===== config.mk =====
export PLATFORM = sky130hd
export DESIGN_NAME = adsp_serial_pins
export DESIGN_NICKNAME = d
export VERILOG_FILES = /design/src/design/adsp_serial_pins.v
export VERILOG_INCLUDE_DIRS = /design/src /design/src/design
export SDC_FILE = /design/constraint.sdc
export NUM_CORES = 1
export LEC_CHECK = 0
export ABC_AREA = 0
export BUFFER_PORTS_ARGS = -buffer_cell sky130_fd_sc_hd__buf_2
export CAP_MARGIN = 20
export CORE_MARGIN = 5
export CORE_UTILIZATION = 50
export CTS_CLUSTER_SIZE = 28
export DETAILED_ROUTE_END_ITERATION = 12
export GPL_TIMING_DRIVEN = 0
export HOLD_SLACK_MARGIN = 0.15
export PLACE_DENSITY = 0.77
export REMOVE_ABC_BUFFERS = 1
export SLEW_MARGIN = 5
export SYNTH_ARGS = -nofsm -noshare
export SYNTH_HDL_FRONTEND = slang
export SYNTH_SLANG_ARGS = --single-unit

===== constraint.sdc =====
create_clock -name clk -period 2.2 [get_ports clk]
set_clock_uncertainty 0.15 [all_clocks]
set_input_delay 0.44 -clock clk [delete_from_list [all_inputs] [get_ports clk]]
set_output_delay 0.44 -clock clk [all_outputs]
set_load 0.02 [all_outputs]

===== src/design/adsp_defines.vh =====
`ifndef ADSP_DEFINES_VH
`define ADSP_DEFINES_VH

// Serial word and field layout
`define ADSP_WORD_W      16
`define ADSP_CNT_W       4
`define ADSP_CNT_LAST    4'hf
`define ADSP_WR_BIT      15
`define ADSP_CH_HI       14
`define ADSP_CH_LO       12
`define ADSP_DATA_HI     11

// Converter widths
`define ADSP_ADC_W       10
`define ADSP_DAC_W       12
`define ADSP_DAC_N       8
`define ADSP_CH_W        3

// Power-up codes of the DAC input registers
`define ADSP_DAC_FULL    12'hfff
`define ADSP_DAC_ZERO    12'h000

// Clock mode that shifts on the rising serial clock edge
`define ADSP_MODE_RISE   2'h3

// Clocks to wait for the strap synchroniser to settle
`define ADSP_INIT_WAIT   2'h2

// Reset values
`define ADSP_WORD_RST    16'h0000
`define ADSP_CNT_RST     4'h0

`endif


===== src/design/adsp_serial_pins.v =====
`timescale 1ns/10ps
`include "adsp_defines.vh"
// Summary of operation
// - End-of-conversion is active low; data valid after fall
// - Modes 00, 01, 10 shift output on falling edge
// - Mode 11 shifts output on rising edge
// - Data output undriven while chip select high
// - Input bit sampled on serial clock falling edge
// - Interface active only while chip select low
// - Load input asynchronous, active low, updates DAC
// - Load held low makes DAC registers transparent
// - Power-up select sets input registers FFFh or 000h
module adsp_serial_pins (
   // Clock, reset, enable
   input  wire                                   clk,
   input  wire                                   rst_n,
   input  wire                                   clk_en,
   // Serial pins
   input  wire                                   sclk,
   input  wire                                   cs_n,
   input  wire                                   din,
   output wire                                   dout,
   output wire                                   dout_oe,
   output wire                                   eoc_n,
   // DAC pins and strap
   input  wire                                   dac_load_n,
   input  wire                                   power_up_select,
   input  wire [1:0]                             clock_mode,
   // Converter side
   input  wire [`ADSP_ADC_W-1:0]                 adc_result,
   input  wire                                   adc_result_valid,
   output wire [`ADSP_DAC_N*`ADSP_DAC_W-1:0]     dac_out,
   output wire [`ADSP_WORD_W-1:0]                rx_word,
   output wire                                   rx_word_valid
);

   // Synchronisers: stage 1 only feeds stage 2
   reg [2:0]                    sclk_sync_ff;
   reg [2:0]                    cs_sync_ff;
   reg [1:0]                    din_sync_ff;
   reg [1:0]                    load_sync_ff;
   reg [1:0]                    pus_sync_ff;

   reg [1:0]                    init_cnt_ff;
   reg [1:0]                    init_st_ff;
   reg [1:0]                    nxt_init_st;
   wire                         init_load;
   reg [`ADSP_WORD_W-1:0]       rx_sr_ff;
   reg [`ADSP_CNT_W-1:0]        bit_cnt_ff;
   reg [`ADSP_WORD_W-1:0]       rx_word_ff;
   reg                          rx_valid_ff;
   reg [`ADSP_WORD_W-1:0]       tx_sr_ff;
   reg [`ADSP_ADC_W-1:0]        result_ff;
   reg                          eoc_n_ff;
   reg [`ADSP_DAC_W-1:0]        in_reg_ff  [0:`ADSP_DAC_N-1];
   reg [`ADSP_DAC_W-1:0]        dac_reg_ff [0:`ADSP_DAC_N-1];

   wire                         sclk_fall;
   wire                         sclk_rise;
   wire                         cs_active;
   wire                         cs_fall;
   wire                         shift_edge;
   wire                         load_active;
   wire [`ADSP_WORD_W-1:0]      nxt_rx_sr;
   wire                         word_done;
   wire [`ADSP_CH_W-1:0]        wr_ch;
   integer                      i;

   // Power-up sequencer states
   localparam [1:0] ST_WAIT = 2'b01;
   localparam [1:0] ST_RUN  = 2'b10;

   // Edge finders on the settled synchroniser stages
   function fall_of;
      input [1:0] st;
      begin
         fall_of = st[1] & ~st[0];
      end
   endfunction

   function rise_of;
      input [1:0] st;
      begin
         rise_of = ~st[1] & st[0];
      end
   endfunction

   // Power-up code picked by the strap
   function [`ADSP_DAC_W-1:0] strap_code;
      input sel;
      begin
         strap_code = sel ? `ADSP_DAC_FULL : `ADSP_DAC_ZERO;
      end
   endfunction

   // Edges seen from the settled stages only
   assign sclk_fall   = fall_of(sclk_sync_ff[2:1]);
   assign sclk_rise   = rise_of(sclk_sync_ff[2:1]);
   assign cs_active   = ~cs_sync_ff[1];
   assign cs_fall     = fall_of(cs_sync_ff[2:1]);
   assign init_load   = (init_st_ff == ST_WAIT) &
                        (init_cnt_ff == `ADSP_INIT_WAIT);
   assign shift_edge  = (clock_mode == `ADSP_MODE_RISE) ?
                        sclk_rise :
                        sclk_fall;
   assign load_active = ~load_sync_ff[1];
   assign nxt_rx_sr   = {rx_sr_ff[`ADSP_WORD_W-2:0], din_sync_ff[1]};
   assign word_done   = cs_active & sclk_fall & (bit_cnt_ff == `ADSP_CNT_LAST);
   assign wr_ch       = nxt_rx_sr[`ADSP_CH_HI:`ADSP_CH_LO];

   assign dout          = tx_sr_ff[`ADSP_WORD_W-1];
   assign dout_oe       = cs_active;
   assign eoc_n         = eoc_n_ff;
   assign rx_word       = rx_word_ff;
   assign rx_word_valid = rx_valid_ff;

   genvar g;
   generate
      for (g = 0; g < `ADSP_DAC_N; g = g + 1) begin : g_dac
         assign dac_out[g*`ADSP_DAC_W +: `ADSP_DAC_W] = dac_reg_ff[g];
      end
   endgenerate

   // Pin synchronisers
   always @(posedge clk or negedge rst_n) begin
      if (!rst_n) begin
         sclk_sync_ff <= 3'h0;
         cs_sync_ff   <= 3'h7;
         din_sync_ff  <= 2'h0;
         load_sync_ff <= 2'h3;
         pus_sync_ff  <= 2'h0;
      end else if (clk_en) begin
         sclk_sync_ff <= {sclk_sync_ff[1:0], sclk};
         cs_sync_ff   <= {cs_sync_ff[1:0], cs_n};
         din_sync_ff  <= {din_sync_ff[0], din};
         load_sync_ff <= {load_sync_ff[0], dac_load_n};
         pus_sync_ff  <= {pus_sync_ff[0], power_up_select};
      end
   end

   // Receive path
   always @(posedge clk or negedge rst_n) begin
      if (!rst_n) begin
         rx_sr_ff    <= `ADSP_WORD_RST;
         bit_cnt_ff  <= `ADSP_CNT_RST;
         rx_word_ff  <= `ADSP_WORD_RST;
         rx_valid_ff <= 1'b0;
      end else if (clk_en) begin
         rx_valid_ff <= 1'b0;
         if (!cs_active) begin
            // Partial bits never leak into the next frame
            rx_sr_ff   <= `ADSP_WORD_RST;
            bit_cnt_ff <= `ADSP_CNT_RST;
         end else if (sclk_fall) begin
            rx_sr_ff   <= nxt_rx_sr;
            bit_cnt_ff <= bit_cnt_ff + 4'h1;
            if (word_done) begin
               rx_word_ff  <= nxt_rx_sr;
               rx_valid_ff <= 1'b1;
            end
         end
      end
   end

   // Transmit path and end-of-conversion flag
   always @(posedge clk or negedge rst_n) begin
      if (!rst_n) begin
         tx_sr_ff  <= `ADSP_WORD_RST;
         result_ff <= {`ADSP_ADC_W{1'b0}};
         eoc_n_ff  <= 1'b1;
      end else if (clk_en) begin
         if (cs_fall) begin
            tx_sr_ff <= {{(`ADSP_WORD_W-`ADSP_ADC_W){1'b0}}, result_ff};
         end else if (cs_active && shift_edge) begin
            tx_sr_ff <= {tx_sr_ff[`ADSP_WORD_W-2:0], 1'b0};
         end
         // A new result wins over the read that clears the flag
         if (adc_result_valid) begin
            result_ff <= adc_result;
            eoc_n_ff  <= 1'b0;
         end else if (cs_fall) begin
            eoc_n_ff  <= 1'b1;
         end
      end
   end

   // Power-up sequencer: strap is read once its synchroniser has settled
   always @* begin
      nxt_init_st = init_st_ff;
      case (init_st_ff)
         ST_WAIT: begin
            if (init_load) begin
               nxt_init_st = ST_RUN;
            end
         end
         ST_RUN: begin
            nxt_init_st = ST_RUN;
         end
         default: begin
            nxt_init_st = ST_WAIT;
         end
      endcase
   end

   always @(posedge clk or negedge rst_n) begin
      if (!rst_n) begin
         init_st_ff  <= ST_WAIT;
         init_cnt_ff <= 2'h0;
      end else if (clk_en) begin
         init_st_ff <= nxt_init_st;
         if (init_st_ff == ST_WAIT) begin
            init_cnt_ff <= init_cnt_ff + 2'h1;
         end
      end
   end

   // DAC input and output registers
   always @(posedge clk or negedge rst_n) begin
      if (!rst_n) begin
         for (i = 0; i < `ADSP_DAC_N; i = i + 1) begin
            in_reg_ff[i]  <= `ADSP_DAC_ZERO;
            dac_reg_ff[i] <= `ADSP_DAC_ZERO;
         end
      end else if (clk_en) begin
         if (init_load) begin
            for (i = 0; i < `ADSP_DAC_N; i = i + 1) begin
               in_reg_ff[i] <= strap_code(pus_sync_ff[1]);
            end
         end else if ((init_st_ff == ST_RUN) && word_done &&
                      nxt_rx_sr[`ADSP_WR_BIT]) begin
            // Writes before the strap load are dropped
            in_reg_ff[wr_ch] <= nxt_rx_sr[`ADSP_DATA_HI:0];
         end
         if (load_active) begin
            for (i = 0; i < `ADSP_DAC_N; i = i + 1) begin
               dac_reg_ff[i] <= in_reg_ff[i];
            end
         end
      end
   end

endmodule // adsp_serial_pins


# Yosys cells after proc, flatten, opt, wreduce, memory -nomap -nowiden
# Cells that the tools add are included.
[totals]
elab_cells = 88
reg_bits = 271
output_inout_bits = 116
[classes]
bitwise_logic = 11
mux = 20
n_eq_ne = 6
reduce_logical = 17
order_cmp = 2
n_addsub = 2
[ops]
columns = ["cell", "n"]
rows = [
  ["$mux W96", 2],
  ["$bwmux W96", 1],
  ["$demux W12 S3", 1],
  ["$mux W16", 2],
  ["$mux W15", 2],
  ["$mux W12", 2],
  ["$reduce_and A2 Y1", 8],
  ["$mux W4", 2],
  ["$reduce_bool A2 Y1", 4],
  ["$and A1 B1 Y1", 6],
  ["$eq A2 B2 Y1 const B", 3],
  ["$mux W1", 6],
  ["$add A4 B1 Y4 const B", 1],
  ["$eq A4 B4 Y1 const B", 1],
  ["$ge A4 B4 Y1 const B", 1],
  ["$logic_and A1 B1 Y1", 4],
  ["$lt A4 B1 Y1 const B", 1],
  ["$not A1 Y1", 4],
  ["$not A3 Y4", 1],
  ["$pmux W2 S2", 1],
  ["$reduce_and A4 Y1", 1],
  ["$add A2 B1 Y2 const B", 1],
  ["$eq A2 B1 Y1 const B", 1],
  ["$mux W2", 1],
  ["$ne A2 B2 Y1 const B", 1],
]

# Logic depth before layout (Yosys ltp)
[depth]
depth_word = 8
ltp_mapped = 8

# Worst setup path after synthesis
# No wires, ideal clock.
[synth_path]
kind = "reg2reg"
from = "register cs_sync_ff[1]"
to = "register in_reg_ff[13] (netlist name)"
stages_incl_launch_ff = 8
setup_ns = 0.125
arrival_time_ns = 1.942
setup_slack_ns = -0.016
path_buffers = 3
path_cell_list = "dfstp_2 -> buf_4 -> and4bb_2 -> buf_6 -> a41oi_4 -> nand2b_1 -> buf_4 -> mux2_2"
[synth_via]
elab_chain_cells = 7
[synth_lines]
columns = ["element", "line_no", "text"]
rows = [
  ["start, declared", "adsp_serial_pins.v:39", "reg [2:0] cs_sync_ff;"],
  ["start signal, assigned", "adsp_serial_pins.v:134", "cs_sync_ff <= {cs_sync_ff[1:0], cs_n};"],
  ["$not A1 Y1 (no source line)", "-", ""],
  ["$and A1 B1 Y1 (2 in series)", "adsp_serial_pins.v:108", "assign word_done = cs_active & sclk_fall & (bit_cnt_ff == `ADSP_CNT_LAST);"],
  ["$logic_and A1 B1 Y1 (2 in series)", "adsp_serial_pins.v:229", "end else if ((init_st_ff == ST_RUN) && word_done &&"],
  ["$reduce_bool A2 Y1 (no source line)", "-", ""],
  ["$reduce_and A2 Y1 (no source line)", "-", ""],
  ["end signal, assigned by index", "adsp_serial_pins.v:221", "in_reg_ff[i] <= `ADSP_DAC_ZERO;"],
  ["end signal, assigned by index", "adsp_serial_pins.v:227", "in_reg_ff[i] <= strap_code(pus_sync_ff[1]);"],
  ["end signal, assigned by index", "adsp_serial_pins.v:232", "in_reg_ff[wr_ch] <= nxt_rx_sr[`ADSP_DATA_HI:0];"],
  ["end, declared", "adsp_serial_pins.v:55", "reg [`ADSP_DAC_W-1:0] in_reg_ff [0:`ADSP_DAC_N-1];"],
]
# Every way passes these cells.
# A chain may end at the register's enable or synchronous reset.

# Worst setup path in the final report
[layout_path]
from = "register init_st_ff[0]"
to = "register in_reg_ff[71] (netlist name)"
[layout_via]
elab_chain_cells = 5
elab_cells_between_ends = 8
[layout_lines]
columns = ["element", "line_no", "text"]
rows = [
  ["start, declared", "adsp_serial_pins.v:45", "reg [1:0] init_st_ff;"],
  ["start signal, assigned", "adsp_serial_pins.v:210", "init_st_ff <= nxt_init_st;"],
  ["$eq A2 B2 Y1", "adsp_serial_pins.v:229", ""],
  ["$logic_and A1 B1 Y1 (2 in series)", "adsp_serial_pins.v:229", ""],
  ["$reduce_bool A2 Y1 (no source line)", "-", ""],
  ["$reduce_and A2 Y1 (no source line)", "-", ""],
]
# Parallel ways exist; a longest one is shown, timed or not.

==> flow_summary.toml <==
[synth]
syn_inst = 678
syn_avg_cell_area_um2 = 15.6
ys_types = 35
yosysSeqAreaShare = 0.643
syn-cell-area_um2 = 10600
yosys_warnings = 0
synth-seq-cells = 271

[pwr]
vdd_drop_max_mv = 0.679
seqPwrFrac = 0.489
clkPwrFrac = 0.444
p_int_mw = 8.43
p_leak_nw = 6.92
power_density_nw_per_um2 = 818
swShare = 0.218
p_comb_frac = 0.067
power.switching_mw = 2.35
total_power_mw = 10.8

[clock_tree]
path_clk_slew_ps = 60
htreeDepth = 1
cts_sinks = 271
clockBufferDepth = 3
cts_root_buffer = "clkbuf_16"
insertion_delay_ps = 530
cts_tree = "done"
cts_made_buffers = 28

[timing]
setup_violations = 11
tightestPinTransition_ps = 748
setup_tns_ps = -112
finalCritPeriodShare = 1.01
finalHoldViolCount = 0
slew_viol_final = 0
hold_ws_ps = 213
slew_headroom = 0.498
fin_crit_ps = 2230
timing.fmax_mhz = 449
rsz0062_at_grt = "yes"
postLayoutSetupSlackWorst_ps = -28.9

[global_routing]
grt_max_degree = 114
antenna_found_initial = 0
grt_pass1_wl_mm = 34.8
gr-total-overflow = 0
grt_util_all_layers = 0.180
grt_pass1_vias = 6240

[place]
place.gp.congestion = 0.756
detailed_place_hpwl_mm = 13.4
preCtsSetupSlack_ps = -1130
placed_cells = 1061
placed_area_um2 = 11600
portBuffers = 136

[finish]
antennaDiodeCount = 0
drive_above_1_share = 0.560
final_util = 0.631
register_area_um2 = 6790
multi_input_area_um2 = 3780
area_delta_synth_final_pct = 24.8
finalNonFillerCells = 1153
nFillCells = 1546
finalInstanceArea_um2 = 13200
nets = 881

[floorplan]
initial_core_util = 0.506
io_pins = 137
dieArea_um2 = 24100
die_w_um = 155
core_area_um2 = 20900
num_rows = 53
die_h_um = 155

[routing]
dr_wl_met2_mm = 10.5
via_count = 6053
top_layer = "met4"
drtIter0Drc = 281
wl_per_cell_um = 18.9
drt_wl_total_mm = 21.8
wl_met3_mm = 1.18
antenna_left = 0
drcViolationCount = 0
wl_met1_mm = 9.55
drt-pass1-iter-count = 4
avgViaCountPerCell = 5.25

[min_path]
min_path_type = "in2reg"

[critical_path]
cp-start-kind = "flop"
crit_arrival_ps = 2490
crit_type = "reg2reg"
worst-path-max-fanout = 5
critPathCaptureType = "flop"
required_ps = 2460

[outcome]
run_status = "finished, violations left"
violations = "setup timing"

[job]
cap_violations = 0
metal layers:
layer  up-vias  global-route usage
met5         -                   0
met4         0              0.0421
met3        35              0.0353
met2       142               0.292
met1      3100               0.254
li1       2776                   -
logic make-up (layout without fill, tap and decap cells):
logic type,after synthesis,count (layout),synth area share
AOI/OAI and AO/OA,53,53,0.0377
DFF,271,271,0.643
xor gates and xnor gates,1,1,0.000830
buffers and inverters,43,242,0.0198
muxes,251,251,0.268
adders and majority gates,4,4,0.00474
and+or+nand+nor,55,56,0.0264
synth_stat cells, drive strengths merged:
library cell | number | share of area
buf | 17 | 0.011
dfstp | 7 | 0.017
ha | 4 | 0.0047
nor3 | 1 | 0.00047
and2 | 1 | 0.00059
nand2 | 29 | 0.010
a32o | 1 | 0.00095
mux2i | 1 | 0.00095
xnor2 | 1 | 0.00083
and3b | 1 | 0.00083
clkbuf | 19 | 0.0068
or3 | 2 | 0.0012
a21o | 1 | 0.00071
a21oi | 6 | 0.0028
a2bb2oi | 1 | 0.00083
mux2 | 250 | 0.27
nor2b | 3 | 0.0018
nor2 | 3 | 0.0011
o21a | 3 | 0.0021
and4bb | 1 | 0.0012
o31ai | 2 | 0.0014
dfrtp | 264 | 0.63
nand2b | 6 | 0.0050
nand3 | 6 | 0.0028
a41oi | 1 | 0.0026
o21ai | 16 | 0.0079
a22o | 22 | 0.018
and3 | 2 | 0.0012
inv | 7 | 0.0025
layout make-up:
type | instances | share of cell area
clock buffer | 45 | 0.0649
clock inverter | 7 | 0.00788
inverter | 7 | 0.00199
multi-input combinational | 365 | 0.287
sequential | 271 | 0.515
tap | 275 | 0.0261
timing repair buffer | 183 | 0.0968
placed cells by master, fill, tap and decap left out, types with 6 or more instances in the layout:
| cell | count |
|---|---|
| dfrtp_1 | 264 |
| a22o_1 | 22 |
| buf_4 | 12 |
| mux2_4 | 16 |
| inv_1 | 6 |
| dfstp_2 | 7 |
| dlygate4sd3_1 | 17 |
| buf_2 | 135 |
| clkbuf_16 | 29 |
| mux2_2 | 234 |
| o21ai_0 | 13 |
| clkbuf_8 | 9 |
| clkbuf_1 | 8 |
| nand2_1 | 28 |
worst max-delay path: stages (launching register included):
cell	delay, ps
dfstp_2	560
ha_4	160
and3_4	190
a41oi_4	50
buf_6	170
buf_6	110
nor2_4	200
clkbuf_16	220
mux2_4	300
worst paths after layout:
kind,cells past startpoint,start,slack (ps),to
min,3,clk_en,210,cs_sync_ff[1]
min in group asynchronous,2,rst_n,260,dac_out[69]
min reg2reg,2,cs_sync_ff[0],340,cs_sync_ff[1]
max reg2reg,8,init_st_ff[0],-30,in_reg_ff[71]
max in group asynchronous,4,rst_n,300,init_st_ff[0]
max,8,init_st_ff[0],-30,in_reg_ff[71]
power by group through the flow:
stage,clock network [mW],registers (mW),logic (mW)
final,4.79,5.27,0.720
after global routing,5.13,5.29,0.804
after CTS,4.91,5.27,0.721
after detailed placement,0,5.36,0.666
after global placement,0,5.35,0.640
after floorplan,0,5.33,0.435
sequential cells by signal, summed over array words and instances (netlist names), 2 cells and up:
signal and cells:
rx_word 16, bit_cnt_ff 4, din_sync_ff 2, init_st_ff 2, init_cnt_ff 2, dac_out 96, cs_sync_ff 3, in_reg_ff 96
result_ff 10, load_sync_ff 2, tx_sr_ff 16, sclk_sync_ff 3, rx_sr_ff 15, pus_sync_ff 2
timing repair:
item,4_1_cts,5_1_grt
hold buffers,17,0
pin swaps,5,0
endpoints found under the setup margin,112,59
hold endpoints to repair,145,0
gates cloned,1,1
resized for setup,23,27
setup buffers,18,4
Power figures use the tool's default switching activity.
